==> config.mk <==
export PLATFORM = sky130hd
export DESIGN_NAME = calibration_menu_controller
export DESIGN_NICKNAME = d
export VERILOG_FILES = /design/src/rtl/cal_menu_pkg.sv /design/src/rtl/calibration_menu_controller.sv
export SDC_FILE = /design/constraint.sdc
export NUM_CORES = 1
export LEC_CHECK = 0
export ABC_AREA = 1
export BUFFER_PORTS_ARGS = -buffer_cell sky130_fd_sc_hd__buf_2
export CAP_MARGIN = 20
export CORE_MARGIN = 5
export CORE_UTILIZATION = 60
export DETAILED_ROUTE_END_ITERATION = 10
export GPL_ROUTABILITY_DRIVEN = 0
export PLACE_DENSITY = 0.83
export SYNTH_ARGS = -nofsm -noshare
export SYNTH_HDL_FRONTEND = slang
export SYNTH_SLANG_ARGS = --single-unit
export TNS_END_PERCENT = 100
==> constraint.sdc <==
create_clock -name clk_sys -period 5.5 [get_ports clk_sys]
set_input_delay 0.275 -clock clk_sys [delete_from_list [all_inputs] [get_ports clk_sys]]
set_output_delay 0.275 -clock clk_sys [all_outputs]
set_load 0.1 [all_outputs]
==> src/rtl/cal_menu_pkg.sv <==
package cal_menu_pkg;

    // ------------------------------------------------------------
    // widths and table shape
    // ------------------------------------------------------------
    localparam int CNT_W = 8;
    localparam int STEP_W = 4;
    localparam int TBL_N = 6;
    localparam int IDX_W = 3;
    localparam int SUBS_PER_STEP = 3;

    // ------------------------------------------------------------
    // menu positions and count limits
    // ------------------------------------------------------------
    localparam logic [STEP_W-1:0] STEP_CUR = 4'h2;
    localparam logic [STEP_W-1:0] STEP_VOLT = 4'h3;
    localparam logic [STEP_W-1:0] STEP_POWER = 4'h4;
    localparam logic [STEP_W-1:0] SUB_FIRST = 4'h1;
    localparam logic [STEP_W-1:0] SUB_MID = 4'h2;
    localparam logic [STEP_W-1:0] SUB_LAST = 4'h3;
    localparam logic [STEP_W-1:0] SUB_STRIDE = 4'h3;
    localparam logic [CNT_W-1:0] CNT_PRESET = 8'h32;
    localparam logic [CNT_W-1:0] CNT_MIN = 8'h00;
    localparam logic [CNT_W-1:0] CNT_MAX = 8'hFF;
    localparam logic [CNT_W-1:0] CNT_ONE = 8'h01;

    // ------------------------------------------------------------
    // timing
    // ------------------------------------------------------------
    localparam int CLK_MHZ = 250;
    localparam int SHOW_MS = 500;
    localparam int SHOW_CYC_DFLT = SHOW_MS * CLK_MHZ * 1000;
    localparam logic [2:0] BOOT_CYC = 3'h4;

    // ------------------------------------------------------------
    // carriers
    // ------------------------------------------------------------
    typedef struct packed {
        logic fb_up;
        logic vs_up;
        logic vs_dn;
    } keys_type;

    typedef struct packed {
        logic fb;
        logic cb;
        logic vs;
    } chan_type;

    typedef struct packed {
        logic [STEP_W-1:0] step;
        logic [STEP_W-1:0] sub;
        logic [CNT_W-1:0] value;
    } disp_type;

    typedef struct packed {
        logic valid;
        logic [IDX_W-1:0] index;
        logic [CNT_W-1:0] data;
    } nv_wr_type;

    typedef enum logic [4:0] {
        ST_BOOT = 5'b00001,
        ST_RUN = 5'b00010,
        ST_CAL = 5'b00100,
        ST_SHOW = 5'b01000,
        ST_DONE = 5'b10000
    } state_type;

endpackage

==> src/rtl/calibration_menu_controller.sv <==
// Summary of operation
// - power-on with seal keys held enters calibration
// - displays show step, sub-step and count
// - seal up/down presses change the count
// - advance key stores count, shows it, advances
// - advance without adjusting skips the sub-step
// - reset ends calibration; no unsaved writes
// - step 2 current: three sub-steps in order
// - step 3 voltage follows, same sub-steps
// - each sub-step starts with count 50
// - matching pedal activates output with count
// - stored counts go to nonvolatile memory
`timescale 1ns/1ps
module calibration_menu_controller
    import cal_menu_pkg::*;
#(
    parameter int unsigned SHOW_CYC = SHOW_CYC_DFLT
) (
    input wire logic clk_sys,
    input wire logic rst_b,
    input wire cal_menu_pkg::keys_type keys_pin,
    input wire cal_menu_pkg::chan_type pedal_pin,
    output cal_menu_pkg::disp_type disp,
    output cal_menu_pkg::chan_type act,
    output logic [cal_menu_pkg::CNT_W-1:0] act_count,
    output cal_menu_pkg::nv_wr_type nv_wr,
    output logic [cal_menu_pkg::TBL_N*cal_menu_pkg::CNT_W-1:0] cal_table,
    output logic run_mode,
    output logic cal_mode,
    output logic cal_done
);
    import cal_menu_pkg::*;

    // ------------------------------------------------------------
    // helpers
    // ------------------------------------------------------------
    function automatic logic [IDX_W-1:0] tbl_idx(
        input logic [STEP_W-1:0] step,
        input logic [STEP_W-1:0] sub
    );
        logic [STEP_W-1:0] lin;
        lin = (step - STEP_CUR) * SUB_STRIDE + (sub - SUB_FIRST);
        return lin[IDX_W-1:0];
    endfunction

    function automatic chan_type sub_chan(input logic [STEP_W-1:0] sub);
        chan_type c;
        c.fb = (sub == SUB_FIRST);
        c.cb = (sub == SUB_MID);
        c.vs = (sub == SUB_LAST);
        return c;
    endfunction

    // ------------------------------------------------------------
    // pin synchronisers
    // ------------------------------------------------------------
    keys_type keys_s1_r, keys_s2_r, keys_d_r;
    chan_type pedal_s1_r, pedal_s2_r;

    always_ff @(posedge clk_sys) begin
        if (!rst_b) begin
            keys_s1_r <= '0;
            keys_s2_r <= '0;
            keys_d_r <= '0;
            pedal_s1_r <= '0;
            pedal_s2_r <= '0;
        end else begin
            keys_s1_r <= keys_pin;
            keys_s2_r <= keys_s1_r;
            keys_d_r <= keys_s2_r;
            pedal_s1_r <= pedal_pin;
            pedal_s2_r <= pedal_s1_r;
        end
    end

    keys_type press;
    assign press = keys_s2_r & ~keys_d_r;

    // ------------------------------------------------------------
    // menu state
    // ------------------------------------------------------------
    state_type state_r;
    logic [2:0] boot_cnt_r;
    logic [31:0] show_cnt_r;
    logic [STEP_W-1:0] step_r, sub_r;
    logic [CNT_W-1:0] count_r;
    logic adjusted_r;
    logic save, skip, show_end, adv, last;

    assign save = (state_r == ST_CAL) && press.fb_up && adjusted_r;
    assign skip = (state_r == ST_CAL) && press.fb_up && !adjusted_r;
    assign show_end = (state_r == ST_SHOW) && (show_cnt_r == 32'h0);
    assign adv = skip || show_end;
    assign last = (step_r == STEP_VOLT) && (sub_r == SUB_LAST);

    // keys are sampled after the synchroniser settles, so the strap
    // is taken from clean levels rather than the first flop
    always_ff @(posedge clk_sys) begin
        if (!rst_b) begin
            state_r <= ST_BOOT;
            boot_cnt_r <= 3'h0;
            show_cnt_r <= 32'h0;
        end else begin
            unique case (state_r)
                ST_BOOT: begin
                    boot_cnt_r <= boot_cnt_r + 3'h1;
                    if (boot_cnt_r == BOOT_CYC) begin
                        if (keys_s2_r.vs_up && keys_s2_r.vs_dn) begin
                            state_r <= ST_CAL;
                        end else begin
                            state_r <= ST_RUN;
                        end
                    end
                end
                ST_RUN: begin
                    state_r <= ST_RUN;
                end
                ST_CAL: begin
                    if (save) begin
                        state_r <= ST_SHOW;
                        show_cnt_r <= 32'(SHOW_CYC - 1);
                    end else if (skip && last) begin
                        state_r <= ST_DONE;
                    end
                end
                ST_SHOW: begin
                    show_cnt_r <= show_cnt_r - 32'h1;
                    if (show_end) begin
                        state_r <= last ? ST_DONE : ST_CAL;
                    end
                end
                ST_DONE: begin
                    state_r <= ST_DONE;
                end
                default: begin
                    state_r <= ST_BOOT;
                end
            endcase
        end
    end

    // voltage step follows with same order
    always_ff @(posedge clk_sys) begin
        if (!rst_b) begin
            step_r <= STEP_CUR;
            sub_r <= SUB_FIRST;
        end else if (adv) begin
            if (sub_r != SUB_LAST) begin
                sub_r <= sub_r + 4'h1;
            end else if (step_r == STEP_CUR) begin
                step_r <= STEP_VOLT;
                sub_r <= SUB_FIRST;
            end else begin
                step_r <= STEP_POWER;
                sub_r <= SUB_FIRST;
            end
        end
    end

    // adjustable count; the advance key outranks the seal keys
    always_ff @(posedge clk_sys) begin
        if (!rst_b) begin
            count_r <= CNT_PRESET;
            adjusted_r <= 1'b0;
        end else if (adv) begin
            count_r <= CNT_PRESET;
            adjusted_r <= 1'b0;
        end else if (state_r == ST_CAL && !press.fb_up) begin
            if (press.vs_up) begin
                adjusted_r <= 1'b1;
                if (count_r != CNT_MAX) begin
                    count_r <= count_r + CNT_ONE;
                end
            end else if (press.vs_dn) begin
                adjusted_r <= 1'b1;
                if (count_r != CNT_MIN) begin
                    count_r <= count_r - CNT_ONE;
                end
            end
        end
    end

    // ------------------------------------------------------------
    // stored data and nonvolatile write port
    // ------------------------------------------------------------
    logic [TBL_N*CNT_W-1:0] table_r;
    nv_wr_type nv_wr_r;

    // only saved sub-steps ever reach the table
    always_ff @(posedge clk_sys) begin
        if (!rst_b) begin
            table_r <= {TBL_N{CNT_PRESET}};
        end else if (save) begin
            table_r[tbl_idx(step_r, sub_r)*CNT_W +: CNT_W] <= count_r;
        end
    end

    always_ff @(posedge clk_sys) begin
        if (!rst_b) begin
            nv_wr_r <= '0;
        end else begin
            nv_wr_r.valid <= save;
            nv_wr_r.index <= tbl_idx(step_r, sub_r);
            nv_wr_r.data <= count_r;
        end
    end

    // ------------------------------------------------------------
    // displays and output activation
    // ------------------------------------------------------------
    disp_type disp_r;
    chan_type act_r;
    logic [CNT_W-1:0] act_count_r;
    logic run_r, cal_r, done_r;

    always_ff @(posedge clk_sys) begin
        if (!rst_b) begin
            disp_r <= '0;
        end else if (state_r == ST_BOOT || state_r == ST_RUN) begin
            disp_r <= '0;
        end else begin
            disp_r.step <= step_r;
            disp_r.sub <= sub_r;
            disp_r.value <= count_r;
        end
    end

    // activation is refused outside an adjusting sub-step, which
    // covers the hold time after a save
    always_ff @(posedge clk_sys) begin
        if (!rst_b) begin
            act_r <= '0;
            act_count_r <= '0;
        end else begin
            if (state_r == ST_CAL) begin
                act_r <= pedal_s2_r & sub_chan(sub_r);
            end else begin
                act_r <= '0;
            end
            act_count_r <= count_r;
        end
    end

    always_ff @(posedge clk_sys) begin
        if (!rst_b) begin
            run_r <= 1'b0;
            cal_r <= 1'b0;
            done_r <= 1'b0;
        end else begin
            run_r <= (state_r == ST_RUN);
            cal_r <= (state_r == ST_CAL) || (state_r == ST_SHOW);
            done_r <= (state_r == ST_DONE);
        end
    end

    assign disp = disp_r;
    assign act = act_r;
    assign act_count = act_count_r;
    assign nv_wr = nv_wr_r;
    assign cal_table = table_r;
    assign run_mode = run_r;
    assign cal_mode = cal_r;
    assign cal_done = done_r;
endmodule // calibration_menu_controller

* Word-level counts from Yosys, hierarchy flattened
Index checks and enable logic that the tools add are counted.
Word-level totals: bits in registers 154, input port bits 8, output and inout port bits 90
Operators by class: shifts and indexed selects 2, bitwise logic cells 5, reduce and logical (&&, ||, !) cells 26, multiplexer cells 18, eq/ne operators 18, add/subtract/negate cells 9, $mul 1
Operators by type and width (number):
- $pmux 32 s2 | 1
- $bwmux 48 | 1
- $shift 8x34->48 const A | 1
- $shiftx 8x34->48 | 1
- $neg 6->34 | 1
- $logic_not 32->1 | 1
- $mux 32 | 1
- $mux 8 | 4
- $sub 32x1->32 const B | 1
- $mux 5 | 5
- $pmux 5 s5 | 1
- $eq 4x2->1 const B | 4
- $add 8x1->8 const B | 1
- $logic_and 1x1->1 | 8
- $ne 8x8->1 const B | 1
- $reduce_and 2->1 | 4
- $reduce_bool 8->1 | 1
- $sub 8x1->8 const B | 1
- $and 3x3->3 | 2
- $mux 3 | 2
- $ne 2x2->1 const B | 3
- $reduce_bool 2->1 | 3
- $eq 5x1->1 const B | 1
- $eq 5x2->1 const B | 1
- 23 further kinds | 29

* Longest topological paths before layout
Gate-level depths: netlist of the first run.
depth in word-level cells 8, depth in mapped cells 19, gate-level depth less buffers 18

* Worst setup path after synthesis of the first run
Ideal clock, no wire load.
path kind register to register, from register step_r[0], to register table_r[41] (netlist: cal_table[41]), slack 2.565 ns, data arrival time 2.839 ns, setup time 0.095 ns, cell stages (with the launch flop) 18, path through dfxtp_1 -> inv_1 -> ha_1 -> xnor2_1 -> xor2_1 -> ha_1 -> inv_1 -> nand3_1 -> nand2_1 -> inv_1 -> nand2_2 -> nand2_4 -> ha_1 -> inv_1 -> nand3_1 -> nor2_2 -> nand2_2 -> o311ai_1
On the way: cells in the longest elaborated chain, start to end 6, elaborated cells on any way between the ends 7, those cells by class add/sub: 3; mul: 1; shift: 2; mux: 1
RTL lines:
- from (decl) | line calibration_menu_controller.sv:85 | logic [STEP_W-1:0] step_r, sub_r;
- from (signal assigned) | line calibration_menu_controller.sv:145 | step_r <= STEP_CUR;
- from (signal assigned) | line calibration_menu_controller.sv:151 | step_r <= STEP_VOLT;
- from (signal assigned) | line calibration_menu_controller.sv:154 | step_r <= STEP_POWER;
- $sub 4x2->4 (*) | line calibration_menu_controller.sv:42 | lin = (step - STEP_CUR) * SUB_STRIDE + (sub - SUB_FIRST);
- $mul 4x2->3 (*) | line calibration_menu_controller.sv:42
- $add 3x3->3 (*) | line calibration_menu_controller.sv:42
- $neg 6->34 (*) | line calibration_menu_controller.sv:194 | table_r[tbl_idx(step_r, sub_r)*CNT_W +: CNT_W] <= count_r;
- $shiftx 8x34->48 or $shift 8x34->48 (tied branches) | line calibration_menu_controller.sv:194
- $bwmux 48 (*) | line calibration_menu_controller.sv:194
- to (signal assigned) | line calibration_menu_controller.sv:192 | table_r <= {TBL_N{CNT_PRESET}};
- to (signal, indexed assignment) | line calibration_menu_controller.sv:194
- to (decl) | line calibration_menu_controller.sv:186 | logic [TBL_N*CNT_W-1:0] table_r;
Mark *: on every way between the ends. The rest lies on a longest branch, timed or not. A chain may end at the register's enable or synchronous reset.

* Final worst setup path of the first run
from register step_r[0], to register table_r[9] (netlist: cal_table[9])
The elaborated chain is that of the path after synthesis.

==> summary.md, run 1 <==
| Metric | Value |
|---|---|
| Grt total ovfl | `0` |
| Period Utilization, post-route | `about 77%` |
| Setup TNS | `0 ns` |
| Internal power | `roughly 1.9 mW` |
| Row count | `39` |
| Top-Level Pins | `98` |
| Combinational fraction of design power | `between 10 and 15%` |
| Register area share after synthesis | `43.4%` |
| Worst skew pair latency | `0.42 ns` |
| # fillers | `902` |
| First-pass GRT wire length | `approximately 29,000 um` |
| Hold WS | `approximately 0.032 ns` |
| Core ar. | `11,400 um2` |
| Crit Path Class | `reg2reg` |
| DIE AREA | `approximately 14,000 um2` |
| # DRC | `0` |
| Layout cells sized above 1 | `~15%` |
| Final WL | `17,100 um` |
| PD cells | `331 nW/um2` |
| Post-placement cell area | `~7500 um2` |
| Number of vias per cell | `5.42` |
| Chip width | `118 um` |
| Syn avg cell area | `7.35 um2` |
| Yosys top cell area share | `a little over two fifths` |
| Setup Skew | `~0.010 ns` |
| DRT iter0 DRCs | `640` |
| Sw Ratio | `slightly below 30%` |
| Async SR Flop Fraction | `0%` |
| DR WL/cell | `~14 um` |
| Unrepaired setup endpoints after global routing | `no` |
| CTS clk-pin slew, worst paths | `0.06 ns` |
| Lkg Pwr | `4.08 nW` |
| Drt pass-1 iters | `5` |
| Maximum fanout along the worst path | `24` |
| Unique masters post-synth | `48` |
| Num CTS Buffers | `17` |
| Ant diodes | `0` |
| Routed Antenna Nets | `0` |
| Max Freq | `0.238 GHz` |
| Fin nets | `between 1,000 and 1,500` |
| Synth area leader | `dfxtp_1` |
| Setup violators final | `0` |
| Cells after synthesis | `953` |
| Slew Limit Fails | `0` |
| Synth top cells by count | `nand2_1, dfxtp_1, inv_1` |
| Synth Register Bits | `152` |
| Net Sw Power | `0.778 mW` |
| Worst VDD drop | `0.328 mV` |
| CTS tree | `yes` |
| CP required | `approximately 5.8 ns` |
| CTS sink cnt | `roughly 150` |
| Htree depth | `4` |
| Via count | `between 6,000 and 7,000` |
| Ys flop type | `dfxtp_1` |
| Post-Synthesis Cell Area | `7010 um2` |
| CTS Buffer Depth | `2` |
| Root Buffer | `clkbuf_16` |
| Area growth, synth to finish | `15.0%` |
| Hold buffers post-CTS | `0` |
| Die Span Y | `118 um` |
| Initial antenna violation count | `0` |
| Worst slew margin | `between 40% and 50%` |
| Final core utilization | `a little over two thirds` |
| Status | `completed` |
| DP HPWL | `approximately 12,000 um` |
| Port Buf Inserts | `between 90 and 100` |
| Max-cap viol count | `0` |
| Final hold vios | `0` |
| Number of synthesized flops with an enable pin | `0` |
| Most numerous cell in the Yosys netlist | `nand2_1` |
| Gr usage total | `24.5%` |
| Min Tclk post-route | `4.21 ns` |
| Worst-Margin Slew | `0.770 ns` |
| Vias in the first global route | `6,031` |
| Post-CTS Resized | `0` |
| Initial core utilization | `between 60% and 70%` |
| Design area | `8060 um2` |
| Clk pwr share | `43.8%` |
| Startpoint Class | `flop` |
| Hold Crit Class | `in2reg` |
| Arr. time, crit path | `4.53 ns` |
| Sequential power share | `43.4%` |
| Largest net degree at the start of global routing | `61` |
| Yosys warnings | `0` |
| Post-CTS Repair Setup Buffers | `0` |
| Critical Path End Type | `flop` |
| Area contributors post-synth | `dfxtp_1, nand2_1, inv_1, nor2_1, a21oi_1` |
| Syn nets | `982` |
logic make-up after synthesis:
| logic type | synth area share [%] |
|---|---|
| buf+inv | 10.1 |
| other cells | 0.0535 |
| simple gates | 31.3 |
| compound gates | 9.68 |
| xor+xnor | 1.63 |
| flops | 43.4 |
| fa+ha+maj | 3.86 |
layer usage:
layer | global-route usage (%) | part of all wire [%] | up-vias
li1 | - | - | 3237
met4 | 8.10 | 1.9 | 0
met1 | 33.7 | 45 | 2905
met5 | 0 | 0 | -
met2 | 37.5 | 45 | 259
met3 | 6.54 | 7.8 | 35
power groups by stage:
stage | clock, mW | sequential (mW) | combinational, mW
floorplan | 0 | 1.34 | 0.128
global placement | 0 | 1.18 | 0.334
detailed placement | 0 | 1.18 | 0.336
CTS | 1.18 | 1.16 | 0.339
global route | 1.23 | 1.16 | 0.362
finish | 1.17 | 1.16 | 0.340
critical path, stage by stage, from the launching register on:
cell      delay, ns
dfxtp_1        0.41
inv_1          0.14
ha_1           0.79
clkinv_1       0.55
ha_1           0.37
ha_1           0.56
clkinv_1       0.38
nor2_2         0.39
nand2_2        0.19
o311ai_1       0.30
area by class of cell:
type                            instances  area (um2)  area share (%)
Clock inverter                         12         144            1.79
Clock buffer                           20         447            5.54
Sequential cell                       152        3040            37.8
Tap cell                              143         179            2.22
Multi-Input combinational cell        631        3260            40.4
Inverter                              131         492            6.10
Timing Repair Buffer                   98         495            6.15
state kept, by name, summed over array words and instances, names as in the netlist, 4 cells and up:
signal      flops
show_cnt_r     32
sub_r           4
act_count       8
cal_table      48
nv_wr           4
state_r         5
count_r         8
disp           15
cells in the final DEF (no fill, tap or decap), types with 4 or more instances in the layout:
master,count
or2_2,5
nand3b_1,5
clkinv_4,4
xor2_1,7
o21ai_0,29
nand3_1,55
a31oi_1,4
nor2_1,114
o211ai_1,9
nand2_2,4
ha_1,20
xnor2_1,6
nor3_1,25
dfxtp_1,152
clkbuf_16,17
nand2_1,203
a21oi_1,57
nor4_1,8
nor2_2,7
buf_2,96
nand4_1,35
o21bai_1,5
inv_1,126
metrics by stage:
stage / total power, mW / setup slack, ns / cells
global route: 2.76 / 0.955 / 1187
CTS: 2.67 / 1.37 / 1187
global placement: 1.51 / 1.78 / 1155
detailed placement: 1.52 / 1.47 / 1155
floorplan: 1.46 / 2.57 / 953
finish: 2.66 / 1.29 / 1187
worst paths after layout:
| check | start | end | slack [ns] | depth (start not counted) |
|---|---|---|---|---|
| hold reg to reg | keys_s1_r[0] | keys_s2_r[0] | 0.40 | 2 |
| setup reg to reg | step_r[0] | cal_table[9] | 1.29 | 9 |
| setup / recovery | step_r[0] | cal_table[9] | 1.29 | 9 |
| hold / removal | keys_pin[2] | keys_s1_r[2] | 0.03 | 3 |
(Power assumes the default switching activity.)
==> run 2, diff against run 1 <==
--- a/config.mk
+++ b/config.mk
@@ -5,14 +5,14 @@
 export SDC_FILE = /design/constraint.sdc
 export NUM_CORES = 1
 export LEC_CHECK = 0
-export ABC_AREA = 1
+export ABC_AREA = 0
 export BUFFER_PORTS_ARGS = -buffer_cell sky130_fd_sc_hd__buf_2
 export CAP_MARGIN = 20
 export CORE_MARGIN = 5
-export CORE_UTILIZATION = 60
+export CORE_UTILIZATION = 57
 export DETAILED_ROUTE_END_ITERATION = 10
 export GPL_ROUTABILITY_DRIVEN = 0
-export PLACE_DENSITY = 0.83
+export PLACE_DENSITY = 0.8
 export SYNTH_ARGS = -nofsm -noshare
 export SYNTH_HDL_FRONTEND = slang
 export SYNTH_SLANG_ARGS = --single-unit
==> constraint.sdc (replaced) <==
create_clock -name clk_sys -period 4.1 [get_ports clk_sys]
set_input_delay 0.205 -clock clk_sys [delete_from_list [all_inputs] [get_ports clk_sys]]
set_output_delay 0.205 -clock clk_sys [all_outputs]
set_load 0.1 [all_outputs]
==> run 2 against run 1 <==
Effect of this change:
- setup slack got worse by 0.93 ns
- clock power increased by 31%
- routed wire length decreased by 8.2%
- synthesized area decreased by 6.9%
- non-clock buffer count increased by 14
- first-iteration DRC count decreased by 46%
- cell count decreased by 21%
- register-to-register slack got worse by 0.93 ns
==> summary.md, run 2 <==
| Metric | Value |
|---|---|
| DR WL/cell | `16.7 um (+16%)` |
| Max-cap viol count | `0 (unchanged)` |
| Ant diodes | `0 (unchanged)` |
| Setup Skew | `0.00672 ns (-0.00331 ns)` |
| Cells after synthesis | `701 (-26%)` |
| Period Utilization, post-route | `91.1% (+15 points)` |
| Layout cells sized above 1 | `20.6% (+5.5 points)` |
| Post-CTS Repair Setup Buffers | `0 (unchanged)` |
| Crit path max-delay family | `XOR/XNOR gates` |
| Grt total ovfl | `0 (unchanged)` |
| Arr. time, crit path | `4.08 ns (-0.45 ns)` |
| Hold Crit Class | `in2reg` |
| Register area share after synthesis | `46.7% (+3.2 points)` |
| Post-CTS Resized | `0 (unchanged)` |
| Startpoint Class | `flop` |
| Most common cell after layout, fill and taps aside | `dfxtp_1` |
| Routed Antenna Nets | `0 (unchanged)` |
| Syn avg cell area | `9.30 um2 (+27%)` |
| Hold buffers post-CTS | `5 (+5)` |
| CTS clk-pin slew, worst paths | `0.06 ns (about the same)` |
| Post-Synthesis Cell Area | `6520 um2 (-6.9%)` |
| Footprint of the multi-input gates | `3170 um2 (-2.5%)` |
| Via count | `5,424 (-16%)` |
| Setup violators final | `0 (unchanged)` |
| Worst slew margin | `30.8% (-18 points)` |
| DIE AREA | `13,700 um2 (-1.8%)` |
| Final hold vios | `0 (unchanged)` |
| Gr usage total | `23.6% (-0.95 points)` |
| Unrepaired setup endpoints after global routing | `no` |
| CTS tree | `yes` |
| Num CTS Buffers | `17 (unchanged)` |
| CP max stage delay | `0.52 ns (-0.27 ns)` |
| Largest net degree at the start of global routing | `60 (-1.6%)` |
| Initial core utilization | `57.6% (-3.7 points)` |
| Min Tclk post-route | `3.74 ns (-0.472 ns)` |
| Synth area leader | `dfxtp_1` |
| Drt pass-1 iters | `8 (+3)` |
| Worst skew pair latency | `0.42 ns (about the same)` |
| Register Area | `3040 um2 (unchanged)` |
| Chip width | `117 um (-0.92%)` |
| Area growth, synth to finish | `17.6%` |
| Final WL | `15,700 um (-8.2%)` |
| Synth top cells by count | `dfxtp_1, nand2_1, nor2_1` |
| Yosys warnings | `0 (unchanged)` |
| Syn nets | `730 (-26%)` |
| Async SR Flop Fraction | `0% (unchanged)` |
| Critical-path top delay cell | `or3b_2` |
| Port Buf Inserts | `96 (unchanged)` |
| # fillers | `893 (-1.0%)` |
| # DRC | `0 (unchanged)` |
| CP required | `4.45 ns (-1.37 ns)` |
| Top-Level Pins | `98 (unchanged)` |
| Fin nets | `812 (-23%)` |
| CTS Buffer Depth | `2 (unchanged)` |
| Maximum fanout along the worst path | `12 (-50%)` |
| Vias in the first global route | `5,397 (-11%)` |
| Die Span Y | `117 um (-0.92%)` |
| DRT iter0 DRCs | `345 (-46%)` |
| Crit Path Class | `reg2reg` |
| CTS sink cnt | `152 (unchanged)` |
| Largest register FFs | `48 (unchanged)` |
| Number of vias per cell | `5.78 (+6.6%)` |
| Number of synthesized flops with an enable pin | `0 (unchanged)` |
| Row count | `39 (unchanged)` |
| Initial antenna violation count | `0 (unchanged)` |
| Synth Register Bits | `152 (unchanged)` |
| Root Buffer | `clkbuf_16` |
| PD cells | `451 nW/um2 (+36%)` |
| Slew Limit Fails | `0 (unchanged)` |
| Status | `completed` |
| Unique masters post-synth | `59 (+23%)` |
| Worst-Margin Slew | `1.04 ns (+0.267 ns)` |
| Max Freq | `0.268 GHz (+13%)` |
| Critical Path End Type | `flop` |
| Yosys top cell area share | `46.7% (+3.2 points)` |
| Cells along the critical path | `inv_1 -> ha_1 -> xnor2_1 -> xnor2_1 -> ha_1 -> xnor2_1 -> xnor3_1 -> inv_1 -> ha_1 -> nor2b_1 -> o2111ai_1 -> or3b_2 -> a21oi_1` |
| First-pass GRT wire length | `25,600 um (-11%)` |
| Lkg Pwr | `3.20 nW (-22%)` |
| Dpl ws | `0.416 ns (-1.05 ns)` |
| Worst VDD drop | `0.445 mV (+35%)` |
| Crit path buf inv count | `2 (-1)` |
| DP HPWL | `10,600 um (-12%)` |
| Setup TNS | `0 ns (unchanged)` |
| Htree depth | `4 (unchanged)` |
| Fin worst setup slack | `0.363 ns (-0.928 ns)` |
| Core ar. | `11,300 um2 (-0.85%)` |
| Most frequent cells in the layout | `dfxtp_1, buf_2, nand2_1` |
| Area contributors post-synth | `dfxtp_1, mux2i_1, nand2_1, ha_1, and2_1` |
| Ys flop type | `dfxtp_1` |
| Most numerous cell in the Yosys netlist | `dfxtp_1` |
| Tot Pwr | `3.46 mW (+30%)` |
==> run 2: changes by cell type after synthesis, sizes merged, moves of 14 or more <==
cell | before | now
a21oi | 57 | 39
and2 | 0 | 32
inv | 129 | 20
mux2i | 0 | 39
nand2 | 209 | 67
nand3 | 57 | 20
nand4 | 39 | 7
nor2 | 123 | 51
o21ai | 32 | 18
==> run 2: layout make-up <==
class / instances / share of cell area [%]
Sequential cell: 152 / 39.7
Inverter: 21 / 1.03
Clock inverter: 9 / 1.27
Tap cell: 143 / 2.33
Clock buffer: 22 / 6.31
Timing Repair Buffer: 112 / 7.99
Multi-Input combinational cell: 479 / 41.4
==> run 2: routing by layer <==
metal	vias up	global-route usage (%)	routed length (um)
li1	2603	-	-
met1	2585	31.6	7090
met2	209	37.0	7200
met3	27	6.38	1160
met4	0	8.03	238
met5	-	0	0
==> run 2: through the flow <==
| step | std cells | utilization [%] | hold WS, ns | cell area, um2 |
|---|---|---|---|---|
| after detailed placement | 902 | 62.2 | 0.412 | 7040 |
| after global routing | 938 | 67.7 | 0.0105 | 7670 |
| after global placement | 902 | 62.2 | 0.415 | 7040 |
| after CTS | 938 | 67.7 | 0.00802 | 7670 |
| final | 938 | 67.7 | 0.0141 | 7670 |
| after floorplan | 701 | - | 0.332 | 6520 |
==> run 2: worst paths after layout <==
| check | start | to | slack (ns) | cells past startpoint |
|---|---|---|---|---|
| setup / recovery | step_r[0] | cal_table[22] | 0.36 | 13 |
| hold / removal | keys_pin[0] | keys_s1_r[0] | 0.01 | 2 |
| hold reg to reg | pedal_s2_r[2] | act[2] | 0.42 | 2 |
| setup reg to reg | step_r[0] | cal_table[22] | 0.36 | 13 |
==> run 2: kinds of logic after synthesis <==
group           after synthesis  synth area share, %
simple gates                286                 23.9
flops                       152                 46.7
compound gates               99                 9.71
buf+inv                      70                 4.78
mux                          43                 6.68
xor+xnor                     29                 4.11
fa+ha+maj                    21                 4.14
other cells                   1               0.0575
==> run 2: power breakdown <==
| group | switching, mW | leakage [nW] | internal (mW) | total (mW) |
|---|---|---|---|---|
| sequential | 0.0298 | 1.23 | 1.52 | 1.55 |
| combinational | 0.277 | 1.67 | 0.0981 | 0.376 |
| clock | 0.582 | 0.291 | 0.950 | 1.53 |
| total | 0.889 | 3.20 | 2.57 | 3.46 |
==> run 2: worst register-to-register path, stage by stage (launching register included) <==
cell       delay, ns
dfxtp_1         0.39
inv_1           0.14
ha_1            0.33
xnor2_1         0.15
xnor2_1         0.15
ha_1            0.21
xnor2_1         0.12
xnor3_1         0.50
inv_1           0.10
ha_1            0.33
nor2b_1         0.27
o2111ai_1       0.30
or3b_2          0.53
a21oi_1         0.15
